--- config.mk ---
export PLATFORM = sky130hd
export DESIGN_NAME = dpdc_top
export DESIGN_NICKNAME = d
export VERILOG_FILES = /design/src/dpdc_pkg.sv /design/src/dpdc_top.sv /design/src/dpdc_chan.sv
export SDC_FILE = /design/constraint.sdc
export NUM_CORES = 1
export LEC_CHECK = 0
export BUFFER_PORTS_ARGS = -buffer_cell sky130_fd_sc_hd__buf_2
export CAP_MARGIN = 20
export CORE_MARGIN = 2
export CORE_UTILIZATION = 25
export DETAILED_ROUTE_END_ITERATION = 12
export PLACE_DENSITY = 0.42
export RECOVER_POWER = 50
export SLEW_MARGIN = 20
export SYNTH_ARGS = -nofsm -noshare
export SYNTH_HDL_FRONTEND = slang
export SYNTH_SLANG_ARGS = --single-unit
--- constraint.sdc ---
create_clock -name core_clk -period 2.7 [get_ports core_clk]
set_input_delay 0 -clock core_clk [delete_from_list [all_inputs] [get_ports core_clk]]
set_output_delay 0 -clock core_clk [all_outputs]
set_load 0.1 [all_outputs]
--- src/dpdc_pkg.sv ---
// Constants shared by the dual prescaled down-counter block.
// Assumes a byte-wide register port addressed by the 8-bit register number.
package dpdc_pkg;
    // Data widths
    localparam int DPDC_DW = 8;
    localparam int DPDC_CW = 8;
    localparam int DPDC_PW = 6;
    // Register numbers in the control register page
    localparam logic [7:0] DPDC_ADDR_MODE = 8'hF1;
    localparam logic [7:0] DPDC_ADDR_CNT_B = 8'hF2;
    localparam logic [7:0] DPDC_ADDR_PRE_B = 8'hF3;
    localparam logic [7:0] DPDC_ADDR_CNT_A = 8'hF4;
    localparam logic [7:0] DPDC_ADDR_PRE_A = 8'hF5;
    // Mode control fields
    localparam int DPDC_MODE_LOAD_A = 0;
    localparam int DPDC_MODE_EN_A = 1;
    localparam int DPDC_MODE_LOAD_B = 2;
    localparam int DPDC_MODE_EN_B = 3;
    localparam int DPDC_MODE_IN_LO = 4;
    localparam int DPDC_MODE_OUT_LO = 6;
    // Prescaler load fields
    localparam int DPDC_PRE_RELOAD = 0;
    localparam int DPDC_PRE_CLK_INT = 1;
    localparam int DPDC_PRE_DIV_LO = 2;
    // External input function (internal clock source only)
    localparam logic [1:0] DPDC_IN_NONE = 2'h0;
    localparam logic [1:0] DPDC_IN_GATE = 2'h1;
    localparam logic [1:0] DPDC_IN_TRIG = 2'h2;
    localparam logic [1:0] DPDC_IN_RETRIG = 2'h3;
    // Timer output source
    localparam logic [1:0] DPDC_OUT_OFF = 2'h0;
    localparam logic [1:0] DPDC_OUT_A = 2'h1;
    localparam logic [1:0] DPDC_OUT_B = 2'h2;
    localparam logic [1:0] DPDC_OUT_INT = 2'h3;
    // Reset values
    localparam logic [7:0] DPDC_RST_BYTE = 8'h00;
    // Core clock and internal count clock
    localparam int DPDC_CORE_MHZ = 25;
    localparam int DPDC_INT_DIV = 4;
    // Highest external count rate, and the least input period it implies
    localparam int DPDC_EXT_MAX_KHZ = 1000;
    localparam int DPDC_EXT_MIN_CYC =
        (DPDC_CORE_MHZ * 1000 + DPDC_EXT_MAX_KHZ - 1) / DPDC_EXT_MAX_KHZ;
endpackage

--- src/dpdc_top.sv ---
// Dual prescaled down-counter: two timer channels, their control
// registers, the external timer input and the toggling timer output.
// Assumes a synchronous byte register port on core_clk and an
// asynchronous timer_in pin.
// Requests leave as one-cycle pulses.
//
// How it works
// RULE1 - Two 8-bit counters, each with 6-bit prescaler
// RULE2 - Internal clock both; external clock second only
// RULE3 - Prescaler divides source by 1 to 64
// RULE4 - Prescaler decrements counter from loaded 0..255
// RULE5 - End-of-count raises counter's own request line
// RULE6 - Software starts, stops, continues or reloads counters
// RULE7 - Halt at end-of-count or auto-reload
// RULE8 - Reading count never disturbs count or mode
// RULE9 - External input: clock, trigger, retrigger, or gate
// RULE10 - External count clock kept at most 1 MHz
// RULE11 - Timer output carries counter A, B, or clock
// RULE12 - Timer output toggles at selected end-of-count
// RULE13 - Auto-reload makes a 50% square wave
// RULE14 - Timer output may feed timer input, cascading
// RULE15 - Counters run with no processor involvement
// RULE16 - Reload on tick after end-of-count
// RULE17 - Stopped counter holds prescaler and count
`timescale 1ns/10ps
`default_nettype none
module dpdc_top
    import dpdc_pkg::*;
#(
    parameter int INT_DIV = dpdc_pkg::DPDC_INT_DIV
) (
    // Clock, reset
    input wire logic core_clk,
    input wire logic rstn,
    // Register port
    input wire logic [7:0] reg_addr,
    input wire logic reg_wr,
    input wire logic [dpdc_pkg::DPDC_DW-1:0] reg_wdata,
    output logic [dpdc_pkg::DPDC_DW-1:0] reg_rdata_q,
    // Timer pins
    input wire logic timer_in,
    output logic timer_out_q,
    output logic counter_a_request_q,
    output logic counter_b_request_q
);
    import dpdc_pkg::*;

    // Register contents
    // All reset to zero
    logic [DPDC_DW-1:0] mode_q; // Mode control, load bits kept clear
    logic [DPDC_CW-1:0] cnt_a_init_q; // Counter A initial value
    logic [DPDC_CW-1:0] cnt_b_init_q; // Counter B initial value
    logic [DPDC_DW-1:0] pre_a_q; // Prescaler A load register
    logic [DPDC_DW-1:0] pre_b_q; // Prescaler B load register

    // Register port decode
    logic wr_mode; // Write to mode control
    logic wr_cnt_a; // Write to counter A load
    logic wr_cnt_b; // Write to counter B load
    logic wr_pre_a; // Write to prescaler A load
    logic wr_pre_b; // Write to prescaler B load
    logic [DPDC_DW-1:0] rd_mux; // Read data before its register

    // Mode fields
    logic en_a; // Counter A running
    logic en_b; // Counter B running
    logic [1:0] in_mode; // External input function
    logic [1:0] out_sel; // Timer output source
    logic sw_load_a; // Software load pulse, counter A
    logic sw_load_b; // Software load pulse, counter B

    // Prescaler fields
    logic [DPDC_PW-1:0] div_a; // Divisor A
    logic [DPDC_PW-1:0] div_b; // Divisor B
    logic reload_a; // Counter A auto-reload
    logic reload_b; // Counter B auto-reload
    logic b_int_clk; // Counter B on the internal clock

    // Internal count clock
    logic [$clog2(INT_DIV+1)-1:0] int_cnt_q; // Internal clock divider
    logic int_tick_q; // One pulse per internal clock period

    // External input path
    logic tin_s1_q; // First synchroniser stage
    logic tin_s2_q; // Second synchroniser stage
    logic tin_s3_q; // Edge detect history
    logic tin_fall; // Falling edge on the input
    logic trig_act_q; // Trigger has started counter B
    logic b_trig; // Accepted trigger edge
    logic b_gate_mode; // Gate function selected
    logic b_trig_mode; // Either trigger function selected

    // Channel wiring
    // Pulses last one cycle
    logic src_b; // Source pulse for prescaler B
    logic run_a; // Channel A may count
    logic run_b; // Channel B may count
    logic load_a; // Load pulse channel A
    logic load_b; // Load pulse channel B
    logic [DPDC_CW-1:0] count_a; // Current count A
    logic [DPDC_CW-1:0] count_b; // Current count B
    logic eoc_a; // End-of-count pulse A
    logic eoc_b; // End-of-count pulse B
    logic out_toggle; // Timer output must flip

    // Address match helper used for every register
    function automatic logic hit(input logic [7:0] a, input logic [7:0] r);
        hit = (a == r);
    endfunction

    // Write strobes
    // Strobes last one cycle
    // Unmapped: no strobe
    assign wr_mode = reg_wr & hit(reg_addr, DPDC_ADDR_MODE);
    assign wr_cnt_a = reg_wr & hit(reg_addr, DPDC_ADDR_CNT_A);
    assign wr_cnt_b = reg_wr & hit(reg_addr, DPDC_ADDR_CNT_B);
    assign wr_pre_a = reg_wr & hit(reg_addr, DPDC_ADDR_PRE_A);
    assign wr_pre_b = reg_wr & hit(reg_addr, DPDC_ADDR_PRE_B);

    // Mode field extraction
    assign en_a = mode_q[DPDC_MODE_EN_A];
    assign en_b = mode_q[DPDC_MODE_EN_B];
    // Two-bit fields
    assign in_mode = mode_q[DPDC_MODE_IN_LO +: 2];
    assign out_sel = mode_q[DPDC_MODE_OUT_LO +: 2];
    // Load bits act on the write itself and never stay set [RULE6]
    assign sw_load_a = wr_mode & reg_wdata[DPDC_MODE_LOAD_A];
    assign sw_load_b = wr_mode & reg_wdata[DPDC_MODE_LOAD_B];

    // Prescaler field extraction [RULE3]
    assign div_a = pre_a_q[DPDC_PRE_DIV_LO +: DPDC_PW];
    assign div_b = pre_b_q[DPDC_PRE_DIV_LO +: DPDC_PW];
    // Divisor 0 means 64
    // Stop or reload choice per channel [RULE7]
    assign reload_a = pre_a_q[DPDC_PRE_RELOAD];
    assign reload_b = pre_b_q[DPDC_PRE_RELOAD];
    // Only channel B may leave the internal clock [RULE2]
    assign b_int_clk = pre_b_q[DPDC_PRE_CLK_INT];

    // Read mux; counter addresses show the live count [RULE8]
    always_comb begin
        // Live counts
        if (hit(reg_addr, DPDC_ADDR_MODE)) begin
            rd_mux = mode_q;
        end else if (hit(reg_addr, DPDC_ADDR_CNT_B)) begin
            rd_mux = count_b;
        end else if (hit(reg_addr, DPDC_ADDR_PRE_B)) begin
            rd_mux = pre_b_q;
        end else if (hit(reg_addr, DPDC_ADDR_CNT_A)) begin
            rd_mux = count_a;
        end else if (hit(reg_addr, DPDC_ADDR_PRE_A)) begin
            rd_mux = pre_a_q;
        end else begin
            // Unmapped numbers read as zero
            rd_mux = DPDC_RST_BYTE;
        end
    end

    // Registered read data, no side effect on any state [RULE8]
    // One cycle latency
    always_ff @(posedge core_clk) begin
        if (!rstn) begin
            reg_rdata_q <= DPDC_RST_BYTE;
        end else begin
            reg_rdata_q <= rd_mux;
        end
    end

    // Mode control; load bits are stored as zero [RULE6]
    // Enables act at once
    always_ff @(posedge core_clk) begin
        if (!rstn) begin
            mode_q <= DPDC_RST_BYTE;
        end else if (wr_mode) begin
            mode_q <= reg_wdata & ~(DPDC_DW'(1) << DPDC_MODE_LOAD_A)
                                & ~(DPDC_DW'(1) << DPDC_MODE_LOAD_B);
        end
    end

    // Initial values for the counters [RULE4]
    // Used on load and on auto-reload
    always_ff @(posedge core_clk) begin
        if (!rstn) begin
            cnt_a_init_q <= DPDC_RST_BYTE;
            cnt_b_init_q <= DPDC_RST_BYTE;
        end else begin
            if (wr_cnt_a) begin
                cnt_a_init_q <= reg_wdata;
            end
            if (wr_cnt_b) begin
                cnt_b_init_q <= reg_wdata;
            end
        end
    end

    // Prescaler load registers
    // Divisor, source, reload
    always_ff @(posedge core_clk) begin
        if (!rstn) begin
            pre_a_q <= DPDC_RST_BYTE;
            pre_b_q <= DPDC_RST_BYTE;
        end else begin
            if (wr_pre_a) begin
                pre_a_q <= reg_wdata;
            end
            if (wr_pre_b) begin
                pre_b_q <= reg_wdata;
            end
        end
    end

    // Internal count clock from the core clock [RULE2]
    // One-cycle pulse
    always_ff @(posedge core_clk) begin
        if (!rstn) begin
            int_cnt_q <= '0;
            int_tick_q <= 1'b0;
        end else if (int_cnt_q == $bits(int_cnt_q)'(INT_DIV - 1)) begin
            int_cnt_q <= '0;
            int_tick_q <= 1'b1;
        end else begin
            int_cnt_q <= int_cnt_q + $bits(int_cnt_q)'(1);
            int_tick_q <= 1'b0;
        end
    end

    // Timer input synchroniser plus edge history; s2 and s3 feed logic
    // Stage s3 feeds edge detect
    always_ff @(posedge core_clk) begin
        if (!rstn) begin
            tin_s1_q <= 1'b0;
            tin_s2_q <= 1'b0;
            tin_s3_q <= 1'b0;
        end else begin
            tin_s1_q <= timer_in;
            tin_s2_q <= tin_s1_q;
            tin_s3_q <= tin_s2_q;
        end
    end

    // Falling edge; source kept at or below 1 MHz by its driver [RULE10]
    // Reset 0: no false fall
    assign tin_fall = tin_s3_q & ~tin_s2_q;

    // External input functions when B runs on the internal clock [RULE9]
    assign b_gate_mode = b_int_clk & (in_mode == DPDC_IN_GATE);
    assign b_trig_mode = b_int_clk & ((in_mode == DPDC_IN_TRIG)
                                    | (in_mode == DPDC_IN_RETRIG));
    // Retrigger always reloads; plain trigger only when idle [RULE9]
    assign b_trig = b_trig_mode & en_b & tin_fall
                  & ((in_mode == DPDC_IN_RETRIG) | ~trig_act_q);

    // Trigger state: set by an accepted edge, ends with a single pass
    // New edge wins
    always_ff @(posedge core_clk) begin
        if (!rstn) begin
            trig_act_q <= 1'b0;
        end else if (b_trig) begin
            trig_act_q <= 1'b1;
        end else if (~b_trig_mode | (eoc_b & ~reload_b)) begin
            trig_act_q <= 1'b0;
        end
    end

    // Clock source for prescaler B, cascade via the input pin [RULE2]
    // Timer output wired back to timer_in chains the counters [RULE14]
    // Edges act 3 cycles late
    assign src_b = b_int_clk ? int_tick_q : tin_fall;

    // Run conditions; enable bit starts and stops, keeping state [RULE6]
    // Gate reads s2 level
    assign run_a = en_a;
    assign run_b = en_b & (b_gate_mode ? tin_s2_q : 1'b1)
                        & (b_trig_mode ? trig_act_q : 1'b1);
    // Restart from the initial value [RULE6]
    assign load_a = sw_load_a;
    assign load_b = sw_load_b | b_trig;

    // Channel A on the internal clock, free of software once set [RULE15]
    // Halt kept inside
    dpdc_chan #(
        .CW(DPDC_CW),
        .PW(DPDC_PW)
    ) u_chan_a (
        .core_clk(core_clk),
        .rstn(rstn),
        .src_tick(int_tick_q),
        .run(run_a),
        .load(load_a),
        .reload_mode(reload_a),
        .init_val(cnt_a_init_q),
        .div_val(div_a),
        .count_q(count_a),
        .halted_q(),
        .eoc(eoc_a)
    );

    // Channel B, internal or external source [RULE1]
    // Triggers load it
    dpdc_chan #(
        .CW(DPDC_CW),
        .PW(DPDC_PW)
    ) u_chan_b (
        .core_clk(core_clk),
        .rstn(rstn),
        .src_tick(src_b),
        .run(run_b),
        .load(load_b),
        .reload_mode(reload_b),
        .init_val(cnt_b_init_q),
        .div_val(div_b),
        .count_q(count_b),
        .halted_q(),
        .eoc(eoc_b)
    );

    // End-of-count requests, one cycle each [RULE5]
    // Glitch-free pins
    always_ff @(posedge core_clk) begin
        if (!rstn) begin
            counter_a_request_q <= 1'b0;
            counter_b_request_q <= 1'b0;
        end else begin
            counter_a_request_q <= eoc_a;
            counter_b_request_q <= eoc_b;
        end
    end

    // Output source select [RULE11]
    // Select 0 holds
    assign out_toggle = ((out_sel == DPDC_OUT_A) & eoc_a)
                      | ((out_sel == DPDC_OUT_B) & eoc_b)
                      | ((out_sel == DPDC_OUT_INT) & int_tick_q);

    // Toggle per end-of-count; equal reload periods give 50% [RULE12]
    // Half periods match in auto-reload mode [RULE13]
    // Starts low
    always_ff @(posedge core_clk) begin
        if (!rstn) begin
            timer_out_q <= 1'b0;
        end else if (out_toggle) begin
            timer_out_q <= ~timer_out_q;
        end
    end
endmodule
`default_nettype wire

--- src/dpdc_chan.sv ---
// One prescaler plus 8-bit down-counter channel.
// Assumes src_tick is a one-cycle pulse on core_clk; load wins over ticks.
`timescale 1ns/10ps
`default_nettype none
module dpdc_chan #(
    parameter int CW = 8,
    parameter int PW = 6
) (
    input wire logic core_clk,
    input wire logic rstn,
    input wire logic src_tick,
    input wire logic run,
    input wire logic load,
    input wire logic reload_mode,
    input wire logic [CW-1:0] init_val,
    input wire logic [PW-1:0] div_val,
    output logic [CW-1:0] count_q,
    output logic halted_q,
    output logic eoc
);
    logic [PW-1:0] pre_q; // Prescaler down-count, 0 means 64
    logic active; // Counting allowed this cycle
    logic pre_tick; // Prescaler output pulse
    logic [CW-1:0] cnt_next; // Count after a prescaler tick
    logic cnt_zero; // Counter sits at end-of-count

    // Stopped or halted channel holds everything [RULE17]
    assign active = run & ~halted_q;
    // Divide by div_val, 0 giving the full 64 [RULE3]
    assign pre_tick = active & src_tick & (pre_q == PW'(1));
    assign cnt_zero = (count_q == '0);
    // Reload on the tick after end-of-count, no tick lost [RULE16]
    assign cnt_next = cnt_zero ? (reload_mode ? init_val : '0)
                               : count_q - CW'(1);
    // End-of-count when the count lands on zero [RULE5]
    assign eoc = pre_tick & ~load & (cnt_next == '0);

    // Prescaler stage [RULE1]
    always_ff @(posedge core_clk) begin
        if (!rstn) begin
            pre_q <= '0;
        end else if (load) begin
            pre_q <= div_val;
        end else if (pre_tick) begin
            pre_q <= div_val;
        end else if (active & src_tick) begin
            pre_q <= pre_q - PW'(1);
        end
    end

    // Down-counter, decremented by the prescaler [RULE4]
    always_ff @(posedge core_clk) begin
        if (!rstn) begin
            count_q <= '0;
        end else if (load) begin
            count_q <= init_val;
        end else if (pre_tick) begin
            count_q <= cnt_next;
        end
    end

    // Single-pass mode halts at end-of-count [RULE7]
    always_ff @(posedge core_clk) begin
        if (!rstn) begin
            halted_q <= 1'b0;
        end else if (load) begin
            halted_q <= 1'b0;
        end else if (eoc & ~reload_mode) begin
            halted_q <= 1'b1;
        end
    end
endmodule
`default_nettype wire

==> results of run 1 <==
==> cell type report <==
| type | instances | area (um^2) | area share |
|---|---|---|---|
| clock buffers | 10 | 229 | 0.0434 |
| inverters | 15 | 56.3 | 0.0107 |
| repair buffers | 64 | 399 | 0.0757 |
| well taps | 225 | 282 | 0.0534 |
| clock inverters | 5 | 50.0 | 0.00949 |
| multi-input cells | 437 | 2520 | 0.477 |
| flip-flops and latches | 87 | 1740 | 0.330 |
==> Yosys cell counts (all sizes together), types with 8 or more instances <==
| cell | count |
|---|---|
| inv | 15 |
| nand3 | 27 |
| ha | 10 |
| and2 | 13 |
| dfxtp | 87 |
| o21ai | 29 |
| nand2 | 90 |
| a21oi | 65 |
| nand2b | 9 |
| clkbuf | 28 |
| a22oi | 9 |
| mux2i | 13 |
| nor2 | 57 |
| nor3 | 8 |
| nor4 | 8 |
==> flip-flops by register name, summed over array words and instances, names as in the netlist, 8 cells and up <==
register and cells:
cnt_a_init_q 8, cnt_b_init_q 8, pre_a_q 8, pre_b_q 8, reg_rdata_q 8, u_chan_a.count_q 8, u_chan_b.count_q 8
==> path summary, 6_finish.rpt <==
path	startpoint	to
worst max register to register	u_chan_b.count_q[1]	trig_act_q
worst min register to register	int_cnt_q[0]	int_cnt_q[0]
worst min-delay path	reg_wdata[2]	pre_b_q[2]
worst max-delay path	u_chan_b.count_q[1]	trig_act_q
==> cell usage in the layout (no fill, tap or decap), drive strengths merged, types with 8 or more instances in the layout <==
cell type	instances
o21ai	29
mux2i	13
nand2b	9
and2	13
nand2	90
nor3	8
nor4	8
inv	15
nor2	57
a21oi	65
nand3	27
ha	10
a22oi	9
dfxtp	87
clkbuf	25
buf	42
==> power by group through the flow <==
stage	Combinational (mW)	Sequential, mW	Clock [mW]
3_3_place_gp	0.0929	1.32	0
6_report	0.100	1.30	1.23
3_5_place_dp	0.0936	1.32	0
2_1_floorplan	0.0408	1.32	0
5_1_grt	0.111	1.30	1.32
4_1_cts	0.101	1.30	1.26
==> per-stage QoR <==
| stage | utilization | worst slack [ps] | std cells | hold slack [ps] |
|---|---|---|---|---|
| finish | 0.304 | 193 | 843 | 15.5 |
| global route | 0.304 | 34.4 | 843 | 15.9 |
| CTS | 0.305 | 186 | 843 | 3.54 |
| detailed placement | 0.285 | 193 | 821 | 211 |
| global placement | 0.285 | 208 | 821 | 210 |
| floorplan | - | 128 | 571 | 127 |
==> routing by layer <==
layer	global-route usage	part of all wire	up-vias
met1	0.231	0.49	2017
met2	0.239	0.43	146
met5	0	0	-
met3	0.0269	0.057	18
met4	0.0636	0.022	0
li1	-	-	2123
==> kinds of logic after synthesis <==
kind of cell	count (synthesis)	synth area share
AO/OA/AOI/OAI	158	0.223
XOR/XNOR	6	0.0118
adder cells (fa/ha/maj)	10	0.0282
buffers and inverters	47	0.0423
flip-flops	87	0.392
multiplexers	16	0.0369
AND/OR/NAND/NOR	247	0.266
==> worst max-delay path: stages (launching register included) <==
cell and delay, ps:
dfxtp_1 310, inv_1 90, ha_1 220, nor2b_1 240
or3b_1 390, mux2_2 250, nand3_1 90, or4_4 570
o21ai_1 130, a211oi_1 70
==> timing repair <==
action                                  4_1_cts  5_1_grt
hold endpoints to repair                     17        0
hold buffers                                  7        0
gates resized for setup                       0        1
endpoints found under the setup margin        0        1
==> qor.yml, run 1 <==
status: "completed"
slew_viol_final: 0
area_growth_pct: 18.8
async_flop_share: 0
rr_worst_depth: 9
die_w_um: 137
cts.root.buffer_cell: "clkbuf_16"
fmax_mhz: 399
io_buffers: 30
hold_path.class: "in -> reg"
drtPass1Iterations: 5
synth_nets: 601
worstMarginPinSlew_ps: 1190
finClkSkew_ps: 9.43
htreeDepth: 3
dpl-instance-area_um2: 4940
p_seq_frac: 0.494
cp-end-kind: "flip-flop"
die_y_um: 137
p_leak_nw: 1.98
clock_latency_ps: 350
slew_headroom: 0.211
cts_tree: "built"
fin_nets: 644
path_max_fanout: 3
hold_depth: 3
synthFlopType: "dfxtp_1"
hold_viol_final: 0
synth_top_area_cell: "dfxtp_1"
grt_max_degree: 40
crit_path_start_kind: "flip-flop"
dieArea_um2: 18800
routedWlPerCell_um: 17.3
rsz0062_at_grt: "false"
period_needed_ps: 2510
clockBufferDepth: 2
gr-usage-all-layers: 0.161
fin_setup_tns_ps: 0
setup_viol: 0
gp_congestion: 0.905
io_pins: 31
internal-power_mw: 2.03
total_power_mw: 2.62
synth_cell_type_count: 61
combinationalPowerShare: 0.038
cp.required_ps: 2920
powerDensity_nw_per_um2: 498
rrSetupSlack_ps: 190
cts.sinks: 87
path_class: "reg -> reg"
route.detailed.drc: 0
syn_avg_cell_area_um2: 7.77
start_util: 0.256
row_count: 48
synth-seq-area-share: 0.392
ir_worst_vdd_uv: 271
antenna_cells: 0
nFillCells: 1841
clkTransAtPathRegs_ps: 70
synth_area_leaders: "dfxtp_1 (39%), nand2_1 (7.6%), a21oi_1 (7.2%), nor2_1 (4.7%), nand3_1 (3.0%)"
grt_pass1_wl_um: 22700
grt-ovfl-total: 0
syn_inst: 571
p_sw_frac: 0.227
period_share: 0.929
fp.coreArea_um2: 17400
clockPowerShare: 0.468
postCtsSetupRepairBufs: 0
cts_inserted_buffers: 9
drive_above_1_share: 0.113
synth_warnings: 0
postRouteAntennaNets: 0
final_area_um2: 5280
via_per_inst: 5.11
cp.arrival_ps: 2720
cap_violations: 0
dr_total_vias: 4304
drt_iter0_drc: 319
synth-edff-count: 0
synth_top_area_share: 0.392
ys_ff_latch: 87
grt_antenna_before_repair: 0
drt_wl_total_um: 14600
power.switching_mw: 0.595
synth_area_um2: 4440
grt_pass1_vias: 3929
place_hpwl_um: 10400
(Power assumes the default switching activity.)
==> run 2, diff against run 1 <==
--- a/config.mk
+++ b/config.mk
@@ -7,7 +7,7 @@
 export LEC_CHECK = 0
 export BUFFER_PORTS_ARGS = -buffer_cell sky130_fd_sc_hd__buf_2
 export CAP_MARGIN = 20
-export CORE_MARGIN = 2
+export CORE_MARGIN = 5
 export CORE_UTILIZATION = 25
 export DETAILED_ROUTE_END_ITERATION = 12
 export PLACE_DENSITY = 0.42
==> qor.yml, run 2 (synthesis gave the netlist of run 1 again) <==
nFillCells: 1850  # +0.49%
drive_above_1_share: 0.113  # -0.000183
slew_headroom: 0.207  # -0.00358
powerDensity_nw_per_um2: 535  # +7.5%
area_growth_pct: 20.0
route.detailed.drc: 0  # unchanged
gr-usage-all-layers: 0.145  # -0.0162
via_per_inst: 5.05  # -1.0%
htreeDepth: 3  # unchanged
fin_nets: 644  # unchanged
dr_total_vias: 4265  # -0.91%
gp_congestion: 0.871  # -3.7%
finClkSkew_ps: 8.29  # -1.14 ps
start_util: 0.256  # unchanged
drtPass1Iterations: 5  # unchanged
drt_iter0_drc: 388  # +22%
antenna_cells: 0  # unchanged
cp.arrival_ps: 2750  # +30 ps
grt_pass1_wl_um: 22800  # +0.55%
cts_inserted_buffers: 9  # unchanged
path_class: "reg -> reg"
mostFrequentLayoutCells: "nand2_1 (90), dfxtp_1 (87), a21oi_1 (64)"
rrSetupSlack_ps: 160  # -30 ps
fin_setup_tns_ps: 0  # unchanged
p_leak_nw: 2.00  # +0.75%
clkTransAtPathRegs_ps: 60  # about the same
cap_violations: 0  # unchanged
period_share: 0.940  # +0.0112
io_buffers: 30  # unchanged
drt_wl_total_um: 14700  # +0.86%
clockBufferDepth: 2  # unchanged
cts.root.buffer_cell: "clkbuf_16"
setup_viol: 0  # unchanged
die_y_um: 143  # +4.4%
cp-end-kind: "flip-flop"
status: "completed"
multi_input_area_um2: 2520  # about the same
hold_path.class: "in -> reg"
total_power_mw: 2.85  # +8.6%
final_common_cell: "nand2_1"
grt-ovfl-total: 0  # unchanged
routedWlPerCell_um: 17.4  # +0.74%
cts_tree: "built"
postRouteAntennaNets: 0  # unchanged
fp.coreArea_um2: 17400  # unchanged
place_hpwl_um: 10700  # +3.1%
hold_viol_final: 0  # unchanged
grt_antenna_before_repair: 0  # unchanged
grt_pass1_vias: 3923  # -0.15%
row_count: 48  # unchanged
worstMarginPinSlew_ps: 1190  # +5.39 ps
crit_path_start_kind: "flip-flop"
dieArea_um2: 20500  # +8.9%
grt_max_degree: 35  # -13%
dpl-instance-area_um2: 4950  # +0.15%
period_needed_ps: 2540  # +30.1 ps
cts.sinks: 87  # unchanged
cp.required_ps: 2920  # about the same
io_pins: 31  # unchanged
final_area_um2: 5330  # +1.0%
seq_area_um2: 1740  # unchanged
rsz0062_at_grt: "false"
fmax_mhz: 394  # -1.2%
slew_viol_final: 0  # unchanged
clock_latency_ps: 340  # about the same
ir_worst_vdd_uv: 293  # +8.3%
path_max_fanout: 5  # +2
die_w_um: 143  # +4.4%
[run 2: cell count changes in the layout (fill, tap and decap cells not counted), moves of 2 or more]
cell | previous run | this run
and2_1 | 10 | 8
clkinv_2 | 4 | 0
clkbuf_1 | 16 | 20
bufinv_16 | 1 | 3
and2_0 | 3 | 5
[run 2: per-layer routing]
metal  GRT usage  share of wire
met1       0.218           0.52
met2       0.215           0.44
met3      0.0171          0.033
met4      0.0441          0.015
met5           0              0
[run 2: where the power goes]
group | leakage, nW | switching (mW) | internal, mW
registers | 0.702 | 0.00444 | 1.29
clock network | 0.164 | 0.522 | 0.932
logic | 1.13 | 0.0688 | 0.0321
total | 2.00 | 0.595 | 2.26
[run 2: metrics by stage]
stage,hold WS (ps),util,std cells,setup slack (ps)
2_1_floorplan,127,-,571,128
3_3_place_gp,213,0.285,822,129
3_5_place_dp,213,0.285,822,104
4_1_cts,3.42,0.308,844,87.7
5_1_grt,17.7,0.307,844,36.8
6_report,11.8,0.307,844,163
[run 2: critical path, stage by stage (launching register included)]
cell and delay [ps]:
dfxtp_1 310, or4_4 560, or3b_1 390, mux2_2 240
nand3_1 90, or4_4 590, o21ai_1 140, a211oi_1 90
[run 2: timing repair]
item | in CTS | in global routing
resized for setup | 0 | 2
buffers inserted | 0 | 0
hold endpoints to repair | 13 | 0
hold buffers | 6 | 0
setup endpoints to repair | 0 | 2
[run 2: area by class of cell]
cell class / instances / share of cell area
multi-input combinational: 437 / 0.473
sequential: 87 / 0.327
clock inverter: 3 / 0.0169
clock buffer: 13 / 0.0470
timing repair buffer: 64 / 0.0730
tap: 225 / 0.0528
inverter: 15 / 0.0106
[run 2: worst paths after layout]
| check | from | to | cells after the start |
|---|---|---|---|
| max reg2reg | u_chan_b.count_q[2] | trig_act_q | 7 |
| max | u_chan_b.count_q[2] | trig_act_q | 7 |
| min | reg_wdata[2] | cnt_a_init_q[2] | 3 |
| min reg2reg | int_cnt_q[0] | int_cnt_q[0] | 1 |
